[config.mk]
export PLATFORM = sky130hd
export DESIGN_NAME = bsw_stopwatch
export DESIGN_NICKNAME = d
export VERILOG_FILES = /design/src/rtl/bsw_pkg.sv /design/src/rtl/bsw_stopwatch.sv
export SDC_FILE = /design/constraint.sdc
export NUM_CORES = 1
export LEC_CHECK = 0
export BUFFER_PORTS_ARGS = -buffer_cell sky130_fd_sc_hd__buf_2
export CORE_MARGIN = 2
export CORE_UTILIZATION = 57
export DETAILED_ROUTE_END_ITERATION = 8
export HOLD_SLACK_MARGIN = 0.03
export PLACE_DENSITY_LB_ADDON = 0.12
export SLEW_MARGIN = 5
export SYNTH_ARGS = -nofsm -noshare
export SYNTH_HDL_FRONTEND = slang
export SYNTH_SLANG_ARGS = --single-unit
[constraint.sdc]
create_clock -name core_clk_i -period 1.8 [get_ports core_clk_i]
set_input_delay 0.18 -clock core_clk_i [delete_from_list [all_inputs] [get_ports core_clk_i]]
set_output_delay 0.18 -clock core_clk_i [all_outputs]
set_load 0.02 [all_outputs]
[src/rtl/bsw_pkg.sv]
package bsw_pkg;

  // ----------------------------------------------------------------
  // Register map
  // ----------------------------------------------------------------
  localparam logic [15:0] CTRL_ADDR  = 16'hFF7C;
  localparam logic [15:0] HUND_ADDR  = 16'hFF7D;
  localparam logic [15:0] TENTH_ADDR = 16'hFF7E;
  localparam logic [15:0] IEN_ADDR   = 16'hFFE7;
  localparam logic [15:0] PEND_ADDR  = 16'hFFF7;

  // ----------------------------------------------------------------
  // Field positions and reset values
  // ----------------------------------------------------------------
  localparam int RUN_BIT    = 0;
  localparam int CLEAR_BIT  = 1;
  localparam int TENTH_BIT  = 0;
  localparam int SECOND_BIT = 1;

  localparam logic [3:0] DIGIT_RST = 4'h0;
  localparam logic [3:0] DIGIT_MAX = 4'h9;
  localparam logic [1:0] FLAGS_RST = 2'h0;
  localparam logic [3:0] RDATA_RST = 4'h0;

  // ----------------------------------------------------------------
  // Timing counts in ticks of the 256 Hz source
  // ----------------------------------------------------------------
  localparam logic [1:0] SHORT_STEP = 2'h2;
  localparam logic [1:0] LONG_STEP  = 2'h3;
  localparam logic [1:0] PRE_RST    = 2'h0;

  // ----------------------------------------------------------------
  // Register port request
  // ----------------------------------------------------------------
  typedef struct packed {
    logic [15:0] addr;
    logic [3:0]  wdata;
    logic        wr;
    logic        rd;
  } bsw_req_s;

endpackage

[src/rtl/bsw_stopwatch.sv]
`timescale 1ns/10ps
`default_nettype none

module bsw_stopwatch (
  input  wire logic        core_clk_i,
  input  wire logic        rstn_i,
  input  wire logic        tick_256hz_i,
  input  wire logic [15:0] addr_i,
  input  wire logic [3:0]  wdata_i,
  input  wire logic        wr_i,
  input  wire logic        rd_i,
  output logic      [3:0]  rdata_o,
  output logic             irq_tenth_o,
  output logic             irq_second_o
);

  // ----------------------------------------------------------------
  // Reset release
  // ----------------------------------------------------------------
  // The release is synchronised so that every flop on rst_n leaves reset on
  // the same edge; assertion stays asynchronous.
  logic rst_meta;
  logic rst_n;

  always_ff @(posedge core_clk_i or negedge rstn_i) begin
    if (!rstn_i) begin
      rst_meta <= 1'b0;
      rst_n    <= 1'b0;
    end else begin
      rst_meta <= 1'b1;
      rst_n    <= rst_meta;
    end
  end

  // ----------------------------------------------------------------
  // Step pattern
  // ----------------------------------------------------------------
  // A decade is long on tenths 0, 1, 3, 5, 7 and 9 and short on the
  // others. Odd hundredths take three ticks, and a long decade also
  // takes three on hundredths zero.
  function automatic logic [1:0] step_len(input logic [3:0] hund,
                                          input logic [3:0] tenth);
    logic long_dec;
    long_dec = tenth[0] | (tenth == 4'h0);
    if (hund[0] || (long_dec && (hund == 4'h0))) begin
      step_len = bsw_pkg::LONG_STEP;
    end else begin
      step_len = bsw_pkg::SHORT_STEP;
    end
  endfunction

  function automatic logic [3:0] bcd_inc(input logic [3:0] d);
    if (d == bsw_pkg::DIGIT_MAX) begin
      bcd_inc = bsw_pkg::DIGIT_RST;
    end else begin
      bcd_inc = d + 4'h1;
    end
  endfunction

  // ----------------------------------------------------------------
  // Request decode
  // ----------------------------------------------------------------
  bsw_pkg::bsw_req_s req;

  assign req = '{addr: addr_i, wdata: wdata_i, wr: wr_i, rd: rd_i};

  wire sel_ctrl  = (req.addr == bsw_pkg::CTRL_ADDR);
  wire sel_hund  = (req.addr == bsw_pkg::HUND_ADDR);
  wire sel_tenth = (req.addr == bsw_pkg::TENTH_ADDR);
  wire sel_ien   = (req.addr == bsw_pkg::IEN_ADDR);
  wire sel_pend  = (req.addr == bsw_pkg::PEND_ADDR);

  wire wr_ctrl = req.wr & sel_ctrl;
  wire wr_ien  = req.wr & sel_ien;
  wire wr_pend = req.wr & sel_pend;
  wire clr_w   = wr_ctrl & req.wdata[bsw_pkg::CLEAR_BIT];

  // ----------------------------------------------------------------
  // State
  // ----------------------------------------------------------------
  logic       run;
  logic [3:0] hund;
  logic [3:0] tenth;
  logic [1:0] pre;
  logic [1:0] ien;
  logic [1:0] pend;

  // ----------------------------------------------------------------
  // Counting
  // ----------------------------------------------------------------
  wire [1:0] cur_len = step_len(hund, tenth);
  wire [1:0] pre_inc = pre + 2'h1;
  wire       cnt_en  = run & tick_256hz_i;
  wire       adv     = cnt_en & (pre_inc == cur_len);
  wire       ovf_lo  = adv & ~clr_w & (hund == bsw_pkg::DIGIT_MAX);
  wire       ovf_hi  = ovf_lo & (tenth == bsw_pkg::DIGIT_MAX);

  logic [1:0] next_pre;
  logic [3:0] next_hund;
  logic [3:0] next_tenth;

  // A clear overrides a tick in the same cycle; if running, the next
  // tick counts from zero at once, otherwise zero is held.
  always_comb begin
    next_pre   = pre;
    next_hund  = hund;
    next_tenth = tenth;
    if (clr_w) begin
      next_pre   = bsw_pkg::PRE_RST;
      next_hund  = bsw_pkg::DIGIT_RST;
      next_tenth = bsw_pkg::DIGIT_RST;
    end else if (adv) begin
      next_pre  = bsw_pkg::PRE_RST;
      next_hund = bcd_inc(hund);
      if (ovf_lo) begin
        next_tenth = bcd_inc(tenth);
      end
    end else if (cnt_en) begin
      next_pre = pre_inc;
    end
  end

  // ----------------------------------------------------------------
  // Control, enables and flags
  // ----------------------------------------------------------------
  wire       next_run = wr_ctrl ? req.wdata[bsw_pkg::RUN_BIT] : run;
  wire [1:0] next_ien = wr_ien ? req.wdata[1:0] : ien;
  wire [1:0] ovf_vec  = {ovf_hi, ovf_lo};
  wire [1:0] clr_vec  = wr_pend ? req.wdata[1:0] : 2'h0;

  // Set beats clear so an overflow in the clearing cycle is kept.
  wire [1:0] next_pend = (pend & ~clr_vec) | ovf_vec;
  wire [1:0] next_irq  = next_pend & next_ien;

  // ----------------------------------------------------------------
  // Read path
  // ----------------------------------------------------------------
  // Unmapped addresses and unused bits read zero.
  logic [3:0] rd_mux;

  always_comb begin
    rd_mux = 4'h0;
    if (sel_ctrl) begin
      rd_mux = {3'h0, run};
    end else if (sel_hund) begin
      rd_mux = hund;
    end else if (sel_tenth) begin
      rd_mux = tenth;
    end else if (sel_ien) begin
      rd_mux = {2'h0, ien};
    end else if (sel_pend) begin
      rd_mux = {2'h0, pend};
    end
  end

  wire [3:0] next_rdata = req.rd ? rd_mux : bsw_pkg::RDATA_RST;

  // ----------------------------------------------------------------
  // Registers
  // ----------------------------------------------------------------
  always_ff @(posedge core_clk_i or negedge rst_n) begin
    if (!rst_n) begin
      run   <= 1'b0;
      hund  <= bsw_pkg::DIGIT_RST;
      tenth <= bsw_pkg::DIGIT_RST;
      pre   <= bsw_pkg::PRE_RST;
    end else begin
      run   <= next_run;
      hund  <= next_hund;
      tenth <= next_tenth;
      pre   <= next_pre;
    end
  end

  always_ff @(posedge core_clk_i or negedge rst_n) begin
    if (!rst_n) begin
      ien  <= bsw_pkg::FLAGS_RST;
      pend <= bsw_pkg::FLAGS_RST;
    end else begin
      ien  <= next_ien;
      pend <= next_pend;
    end
  end

  always_ff @(posedge core_clk_i or negedge rst_n) begin
    if (!rst_n) begin
      rdata_o      <= bsw_pkg::RDATA_RST;
      irq_tenth_o  <= 1'b0;
      irq_second_o <= 1'b0;
    end else begin
      rdata_o      <= next_rdata;
      irq_tenth_o  <= next_irq[bsw_pkg::TENTH_BIT];
      irq_second_o <= next_irq[bsw_pkg::SECOND_BIT];
    end
  end

  // ----------------------------------------------------------------
  // Checks
  // ----------------------------------------------------------------
  chk_digit_ro: assert property (
    @(posedge core_clk_i) disable iff (!rst_n)
    req.wr && (sel_hund || sel_tenth) && !adv && !clr_w
    |=> $stable(hund) && $stable(tenth))
    else $error("Digit write changed a digit.");

  chk_digit_read: assert property (
    @(posedge core_clk_i) disable iff (!rst_n)
    req.rd && sel_hund |=> rdata_o == $past(hund))
    else $error("Hundredths read returned wrong data.");

  chk_reset_state: assert property (
    @(posedge core_clk_i)
    $rose(rst_n) |-> hund == 4'h0 && tenth == 4'h0 && !run
    && ien == 2'h0 && pend == 2'h0)
    else $error("State not cleared by reset.");

  chk_clear_zero: assert property (
    @(posedge core_clk_i) disable iff (!rst_n)
    clr_w |=> hund == 4'h0 && tenth == 4'h0 && pre == 2'h0)
    else $error("Clear did not zero the counter.");

  chk_clear_reads: assert property (
    @(posedge core_clk_i) disable iff (!rst_n)
    req.rd && sel_ctrl |=> rdata_o[1] == 1'b0)
    else $error("Clear bit read as one.");

  chk_run_back: assert property (
    @(posedge core_clk_i) disable iff (!rst_n)
    req.rd && sel_ctrl |=> rdata_o == {3'h0, $past(run)})
    else $error("Run bit readback wrong.");

  chk_stop_hold: assert property (
    @(posedge core_clk_i) disable iff (!rst_n)
    !run && !clr_w |=> $stable(hund) && $stable(tenth) && $stable(pre))
    else $error("Stopped counter moved.");

  chk_step_bound: assert property (
    @(posedge core_clk_i) disable iff (!rst_n)
    pre < cur_len)
    else $error("Prescaler passed the step length.");

  chk_wrap_flag: assert property (
    @(posedge core_clk_i) disable iff (!rst_n)
    ovf_lo |=> pend[0] && hund == 4'h0)
    else $error("Hundredths wrap did not flag.");

  chk_flag_clear: assert property (
    @(posedge core_clk_i) disable iff (!rst_n)
    wr_pend && req.wdata[1] && !ovf_hi |=> !pend[1])
    else $error("Second flag not cleared.");

  chk_irq_gate: assert property (
    @(posedge core_clk_i) disable iff (!rst_n)
    irq_tenth_o == (pend[0] && ien[0]) && irq_second_o == (pend[1] && ien[1]))
    else $error("Interrupt request does not match flag and enable.");

  chk_tenth_wrap: assert property (
    @(posedge core_clk_i) disable iff (!rst_n)
    ovf_hi |=> pend[1] && tenth == 4'h0)
    else $error("Tenths wrap did not flag.");

  chk_digit_bcd: assert property (
    @(posedge core_clk_i) disable iff (!rst_n)
    hund <= bsw_pkg::DIGIT_MAX && tenth <= bsw_pkg::DIGIT_MAX)
    else $error("Digit left the decimal range.");

  chk_flag_keep: assert property (
    @(posedge core_clk_i) disable iff (!rst_n)
    wr_pend && !req.wdata[0] && pend[0] |=> pend[0])
    else $error("Writing zero cleared the tenth second flag.");

  chk_ien_write: assert property (
    @(posedge core_clk_i) disable iff (!rst_n)
    wr_ien |=> ien == $past(req.wdata[1:0]))
    else $error("Enable write not stored.");

  chk_pre_count: assert property (
    @(posedge core_clk_i) disable iff (!rst_n)
    cnt_en && !adv && !clr_w |=> pre == $past(pre_inc))
    else $error("Running tick not counted.");

  chk_hund_step: assert property (
    @(posedge core_clk_i) disable iff (!rst_n)
    adv && !clr_w |=> hund != $past(hund))
    else $error("Hundredths did not advance at step end.");

endmodule

`default_nettype wire

==> summary.txt, run 1 <==
Finish
  • Layout fillers: 144
  • Final Cell Area: 1789 um^2
  • Multi-input logic area: 783.3 um^2
  • Final core occ: 80.88%
  • Most frequent cells in the layout: buf_2, dfrtp_1, buf_4, nand2_1, nor2_1
  • Most common cell after layout, fill and taps aside: buf_2
  • Register Area: 576.8 um^2
  • NumNets Final: 228
  • Ant. Diodes: 0
  • Share of cells above drive strength 1: 39.80%
  • Area delta synth->final: 34.40%

Placed design
  • Placed cell area: 1645 um^2
  • Worst slack, placed: -279.4 ps
  • Port Buffers: 28
  • Post-DP HPWL: 2.460 mm
  • GP Congestion: 0.8877

Logic synthesis
  • EDFF count, synth: 0
  • Synthesized area: 1331 um^2
  • Async SR Flop Fraction: 100.0%
  • Most used DFF post-synth: dfrtp_1
  • Ys Warns: 0
  • Number of synthesized register bits: 23
  • Top cell type's share of synthesized area: 43.23%
  • Synthesized area per cell: 9.578 um^2
  • Post-Syn Instances: 139
  • Cell variety after synth: 36
  • Post-synth net total: 170
  • Sequential fraction of the synthesis area: 43.23%
  • Top post-synthesis cells by area: dfrtp_1, ha_1, nand2_1, mux2i_1, mux2_2
  • Cell accounting for the most synthesized area: dfrtp_1

Die
  • DIE WIDTH: 52.33 um
  • Die area: 2738 um^2
  • Boundary pin count: 31
  • Chip height: 52.33 um
  • Core outline area: 2212 um^2
  • Initial Util: 60.18%
  • Num rows: 17

Global routing
  • Total GRT Usage: 25.54%
  • Largest net degree at the start of global routing: 15
  • First-pass GRT wire length: 5.119 mm
  • Overflow after GRT: 0
  • Number of global-route vias before repair: 1160
  • Initial antenna violation count: 0

Clock tree
  • TritonCTS clock tree: built
  • Clock root buffer: clkbuf_4
  • Clock slew at reported path FFs: 130 ps
  • CTS Buf Count: 3
  • Clk buf depth: 2
  • H-tree levels: 1
  • Clk_lat worst skew: 300 ps
  • Clock sink total: 23

Drt
  • DR iter-0 viols: 41
  • Residual DRC: 0
  • Routed WL per cell: 15.08 um
  • Final ANT Viol Nets: 0
  • Vias: 1267
  • Routed WL: 3.378 mm
  • Via-to-Cell Ratio: 5.656
  • DR pass1 iterations: 4

Timing
  • Skew final: 4.054 ps
  • Slew Limit Fails: 0
  • Final min period: 2073 ps
  • Final hold violation count: 0
  • Ratio of final minimum period to clock period: 115.2%
  • Fmax: 482.4 MHz
  • Fin worst setup slack: -272.8 ps
  • Worst Hold Margin: 132.1 ps
  • RSZ-0062 raised after global routing: yes
  • Final setup viols: 14

Worst setup path
  • Startpoint Class: flop
  • Crit path cell chain: inv_2, ha_1, or3b_4, a22oi_4, mux2i_4, buf_6, mux2i_1, nor2_1
  • Required @ worst endpoint: 2000 ps
  • Worst setup path end: tenth[0]$_DFFE_PN0P_
  • WP buf/inv: 2
  • R2r startpoint: tenth[1]$_DFFE_PN0P_
  • Worst R2R End: tenth[0]$_DFFE_PN0P_
  • Largest stage delay, worst path: 420 ps
  • Top cell family by delay on the critical path: multiplexers
  • Crit. Startpoint: tenth[1]$_DFFE_PN0P_
  • Worst Path Arrival: 2270 ps
  • WP depth: 8
  • CP Max Fanout: 6
  • R2R Setup Slk: -270 ps
  • Setup CP Type: reg -> reg
  • Worst R2R Path Depth: 8
  • Slowest cell on the critical path: dfrtp_1
  • Crit. End Element: flop

Outcome
  • Status: finished, violations left
  • Failing checks: setup timing

Power and ir drop
  • P_leak: 0.8664 nW
  • Total power draw: 0.0008182 W
  • Peak VDD IR: 0.5572 mV
  • Pwr Density: 457.3 nW/um^2

Worst hold path
  • Worst min-delay path category: reg -> async

Flow run
  • MaxCap Viol Count: 0
-- cells by family (layout without fill, tap and decap cells) --
family          count (synthesis)  count (layout)  synth area share (%)
simple gates                   70              70                 28.29
flops                          23              23                 43.23
compound gates                 21              21                 11.37
mux                            12              12                 9.492
fa+ha+maj                       6               6                 5.639
buf+inv                         6              63                 1.692
other cells                     1               1                0.2817
-- how the worst min path moves through the flow --
stage	endpoint	depth (start not counted)	slack, ps	start
6_report	hund[2]$_DFFE_PN0P_	0	130	rst_n$_DFF_PN0_
3_3_place_gp	rst_n$_DFF_PN0_	1	-40	rstn_i
5_1_grt	rdata_o[2]$_DFF_PN0_	3	130	rd_i
4_1_cts	rdata_o[3]$_DFF_PN0_	3	130	rd_i
2_1_floorplan	rst_meta$_DFF_PN0_	0	-120	rstn_i
3_5_place_dp	rst_n$_DFF_PN0_	1	-30	rstn_i
-- stage by stage --
step	cells	setup TNS, ps
finish	224	-2782
global route	224	-4066
CTS	219	-2127
detailed placement	210	-2250
global placement	210	-1298
floorplan	139	-1624
-- synthesized netlist by cell type, types with 2 or more instances --
library cell / number
nand3b_1: 4
and3_1: 3
o21ai_0: 4
a21boi_0: 2
or4_1: 2
nor4_1: 3
ha_1: 6
nand4_1: 4
nand3_1: 7
a22oi_1: 3
or3_1: 2
nand4b_1: 2
a21oi_1: 5
nor2_1: 11
mux2_2: 5
inv_1: 5
mux2i_1: 7
a211oi_1: 2
nor2b_1: 5
dfrtp_1: 23
nand2_1: 19
-- state kept, by name, summed over array words and instances (netlist names), 2 cells and up --
register  count
hund          4
ien           2
pend          2
pre           2
rdata_o       4
tenth         4
-- worst register-to-register path, stage by stage, from the launching register on --
cell and delay [ps]:
dfrtp_1 420, inv_2 70, ha_1 130, or3b_4 380, a22oi_4 230, mux2i_4 370, buf_6 150, mux2i_1 160
nor2_1 50
-- power breakdown --
part,switching (W),total (W),internal (W)
combinational,0.0000303,0.0000567,0.0000264
sequential,0.00000380,0.000523,0.000519
clock,0.000152,0.000239,0.0000863
-- layout make-up --
cell class | count | area share, %
Multi-Input combinational cell | 110 | 43.78
Inverter | 5 | 1.049
Sequential cell | 23 | 32.24
Tap cell | 28 | 1.958
Timing Repair Buffer | 54 | 19.51
Clock buffer | 4 | 1.469
-- what timing repair did --
item                                   4_1_cts  5_1_grt
pin swaps                                    5        5
resized for setup                            6        9
hold buffers                                 1        0
endpoints found under the hold margin        2        0
setup endpoints to repair                   13       14
setup buffers                                4        5
cloned                                       0        0
-- per-layer routing --
layer	vias to the layer above	part of all wire, %	wire [um]	global-route usage, %
met3	4	3.0	101	3.714
li1	618	-	-	-
met2	28	53	1795	46.04
met4	0	1.0	35	5.128
met1	617	43	1446	32.18
met5	-	0	0	0
Note: power is estimated with default switching activity, not from simulation.
==> run 2: changes to the inputs <==
- CORE_UTILIZATION: 57 -> 53
- CTS_BUF_LIST: unset -> sky130_fd_sc_hd__clkbuf_16
- clock period: 1.8 -> 2.21 ns (I/O delays scaled with it)
==> run 2 against run 1 <==
Effect of this change:
- the flow now finishes without violations
- setup slack better by 420 ps
- cell area is 6.7% lower
- global-route usage is 2.0 points lower
- final cell count is 6.7% lower
- critical path depth is 1 lower
- sequential share of layout area is 2.2 points higher
- non-clock buffer count is 17 lower
- clock-buffer cell count is 1 lower
- wire length is 9.1% lower
- power is 6.3% higher
- clock skew hardly changed
- combinational power is 28% lower
- largest power group unchanged
==> summary.txt, run 2 (synthesis gave the netlist of run 1 again) <==
Die
  • DIE WIDTH: 54.12 um
  • Num rows: 18
  • Initial Util: 54.73%
  • Core outline area: 2432 um^2
  • Die area: 2929 um^2
  • Boundary pin count: 31
  • Chip height: 54.12 um

Clock tree
  • TritonCTS clock tree: built
  • Clock root buffer: clkbuf_16
  • Clk_lat worst skew: 260 ps
  • CTS Buf Count: 3
  • Clock slew at reported path FFs: 60 ps
  • H-tree levels: 1
  • Clock sink total: 23
  • Clk buf depth: 2

Drt
  • Residual DRC: 0
  • Via-to-Cell Ratio: 5.756
  • Vias: 1203
  • Routed WL: 3.070 mm
  • DR pass1 iterations: 4
  • Final ANT Viol Nets: 0
  • Routed WL per cell: 14.69 um
  • DR iter-0 viols: 17

Timing
  • Final setup viols: 0
  • Slew Limit Fails: 0
  • Final hold violation count: 0
  • RSZ-0062 raised after global routing: no
  • Skew final: 3.809 ps
  • Final min period: 2065 ps
  • Ratio of final minimum period to clock period: 93.44%
  • Fmax: 484.3 MHz
  • Slew @ Worst Pin: 840.6 ps
  • Slew margin rel.: 43.96%
  • Setup TNS Final: 0 ps

Worst setup path
  • CP Max Fanout: 5
  • WP buf/inv: 1
  • Setup CP Type: reg -> reg
  • Startpoint Class: flop
  • Slowest cell on the critical path: or4_1
  • Largest stage delay, worst path: 530 ps
  • Crit path cell chain: inv_1, ha_1, or3b_4, a22oi_4, mux2i_2, or4_1, nand2_1
  • Crit. End Element: flop
  • Worst Path Arrival: 2260 ps
  • Required @ worst endpoint: 2410 ps
  • Top cell family by delay on the critical path: simple AND/OR/NAND/NOR gates

Power and ir drop
  • Pwr Density: 521.2 nW/um^2
  • P_leak: 0.8085 nW
  • Peak VDD IR: 0.3697 mV

Finish
  • Ant. Diodes: 0
  • Area delta synth->final: 25.38%
  • Final Cell Area: 1669 um^2
  • Most common cell after layout, fill and taps aside: buf_2
  • Most frequent cells in the layout: buf_2, dfrtp_1, nand2_1, nor2_1
  • Share of cells above drive strength 1: 28.49%
  • Biggest regs: hund: 4 flops, rdata_o: 4 flops, tenth: 4 flops
  • NumNets Final: 211

Worst hold path
  • Worst min-delay path category: in -> reg

Placed design
  • Port Buffers: 28
  • Post-DP HPWL: 2.249 mm
  • GP Congestion: 0.8077
  • Placed cell area: 1562 um^2

Global routing
  • Initial antenna violation count: 0
  • First-pass GRT wire length: 4.926 mm
  • Overflow after GRT: 0
  • Largest net degree at the start of global routing: 22
  • Number of global-route vias before repair: 1130
  • Total GRT Usage: 23.56%

Flow run
  • MaxCap Viol Count: 0

Outcome
  • Status: finished clean
run 2: routing by layer:
layer  wire length, um  part of all wire [%]  track usage, %
met3               134                   4.4           4.167
met5                 0                     0               0
met2              1612                    53           40.36
met4                61                   2.0           10.42
met1              1261                    41           28.60
run 2: final cells by class:
type | instances | area (um^2)
clock inverter | 1 | 5.005
multi-input combinational | 110 | 743.2
fill | 193 | 763.2
inverter | 5 | 18.77
sequential | 23 | 575.6
tap | 30 | 37.54
clock buffer | 3 | 75.07
timing repair buffer | 37 | 214.0
run 2: stage by stage:
step           utilization [%]  total power (W)  hold slack (ps)  setup WS, ps  cells
4_1_cts                  67.90        0.0008757            222.0         51.06    208
3_3_place_gp             64.20        0.0004753            5.016         135.8    203
5_1_grt                  68.62        0.0008947            234.4         43.85    209
3_5_place_dp             64.20        0.0004777            16.72         83.80    203
6_report                 68.62        0.0008699            220.7         145.1    209
2_1_floorplan                -        0.0004468           -74.59         46.04    139
run 2: timing repair:
action	4_1_cts	5_1_grt
setup buffers	0	1
setup endpoints to repair	0	4
hold buffers	1	0
resized for setup	0	5
hold endpoints to repair	2	0
run 2: worst paths after layout:
check                                           from  slack (ps)                    to  cells past startpoint
worst max-delay path            tenth[1]$_DFFE_PN0P_         150   hund[3]$_DFFE_PN0P_                      7
worst min-delay path                            rd_i         220  rdata_o[1]$_DFF_PN0_                      2
worst max register to register  tenth[1]$_DFFE_PN0P_         150   hund[3]$_DFFE_PN0P_                      7
worst min register to register       rst_n$_DFF_PN0_         350     pend[0]$_DFF_PN0_                      0
max in group asynchronous            rst_n$_DFF_PN0_        1340  tenth[3]$_DFFE_PN0P_                      0
min in group asynchronous                     rstn_i         270    rst_meta$_DFF_PN0_                      2
run 2: power breakdown:
group	switching [W]	internal, W	leakage (nW)
registers	0.00000779	0.000423	0.317
logic	0.0000206	0.0000204	0.451
clock network	0.000155	0.000244	0.0409
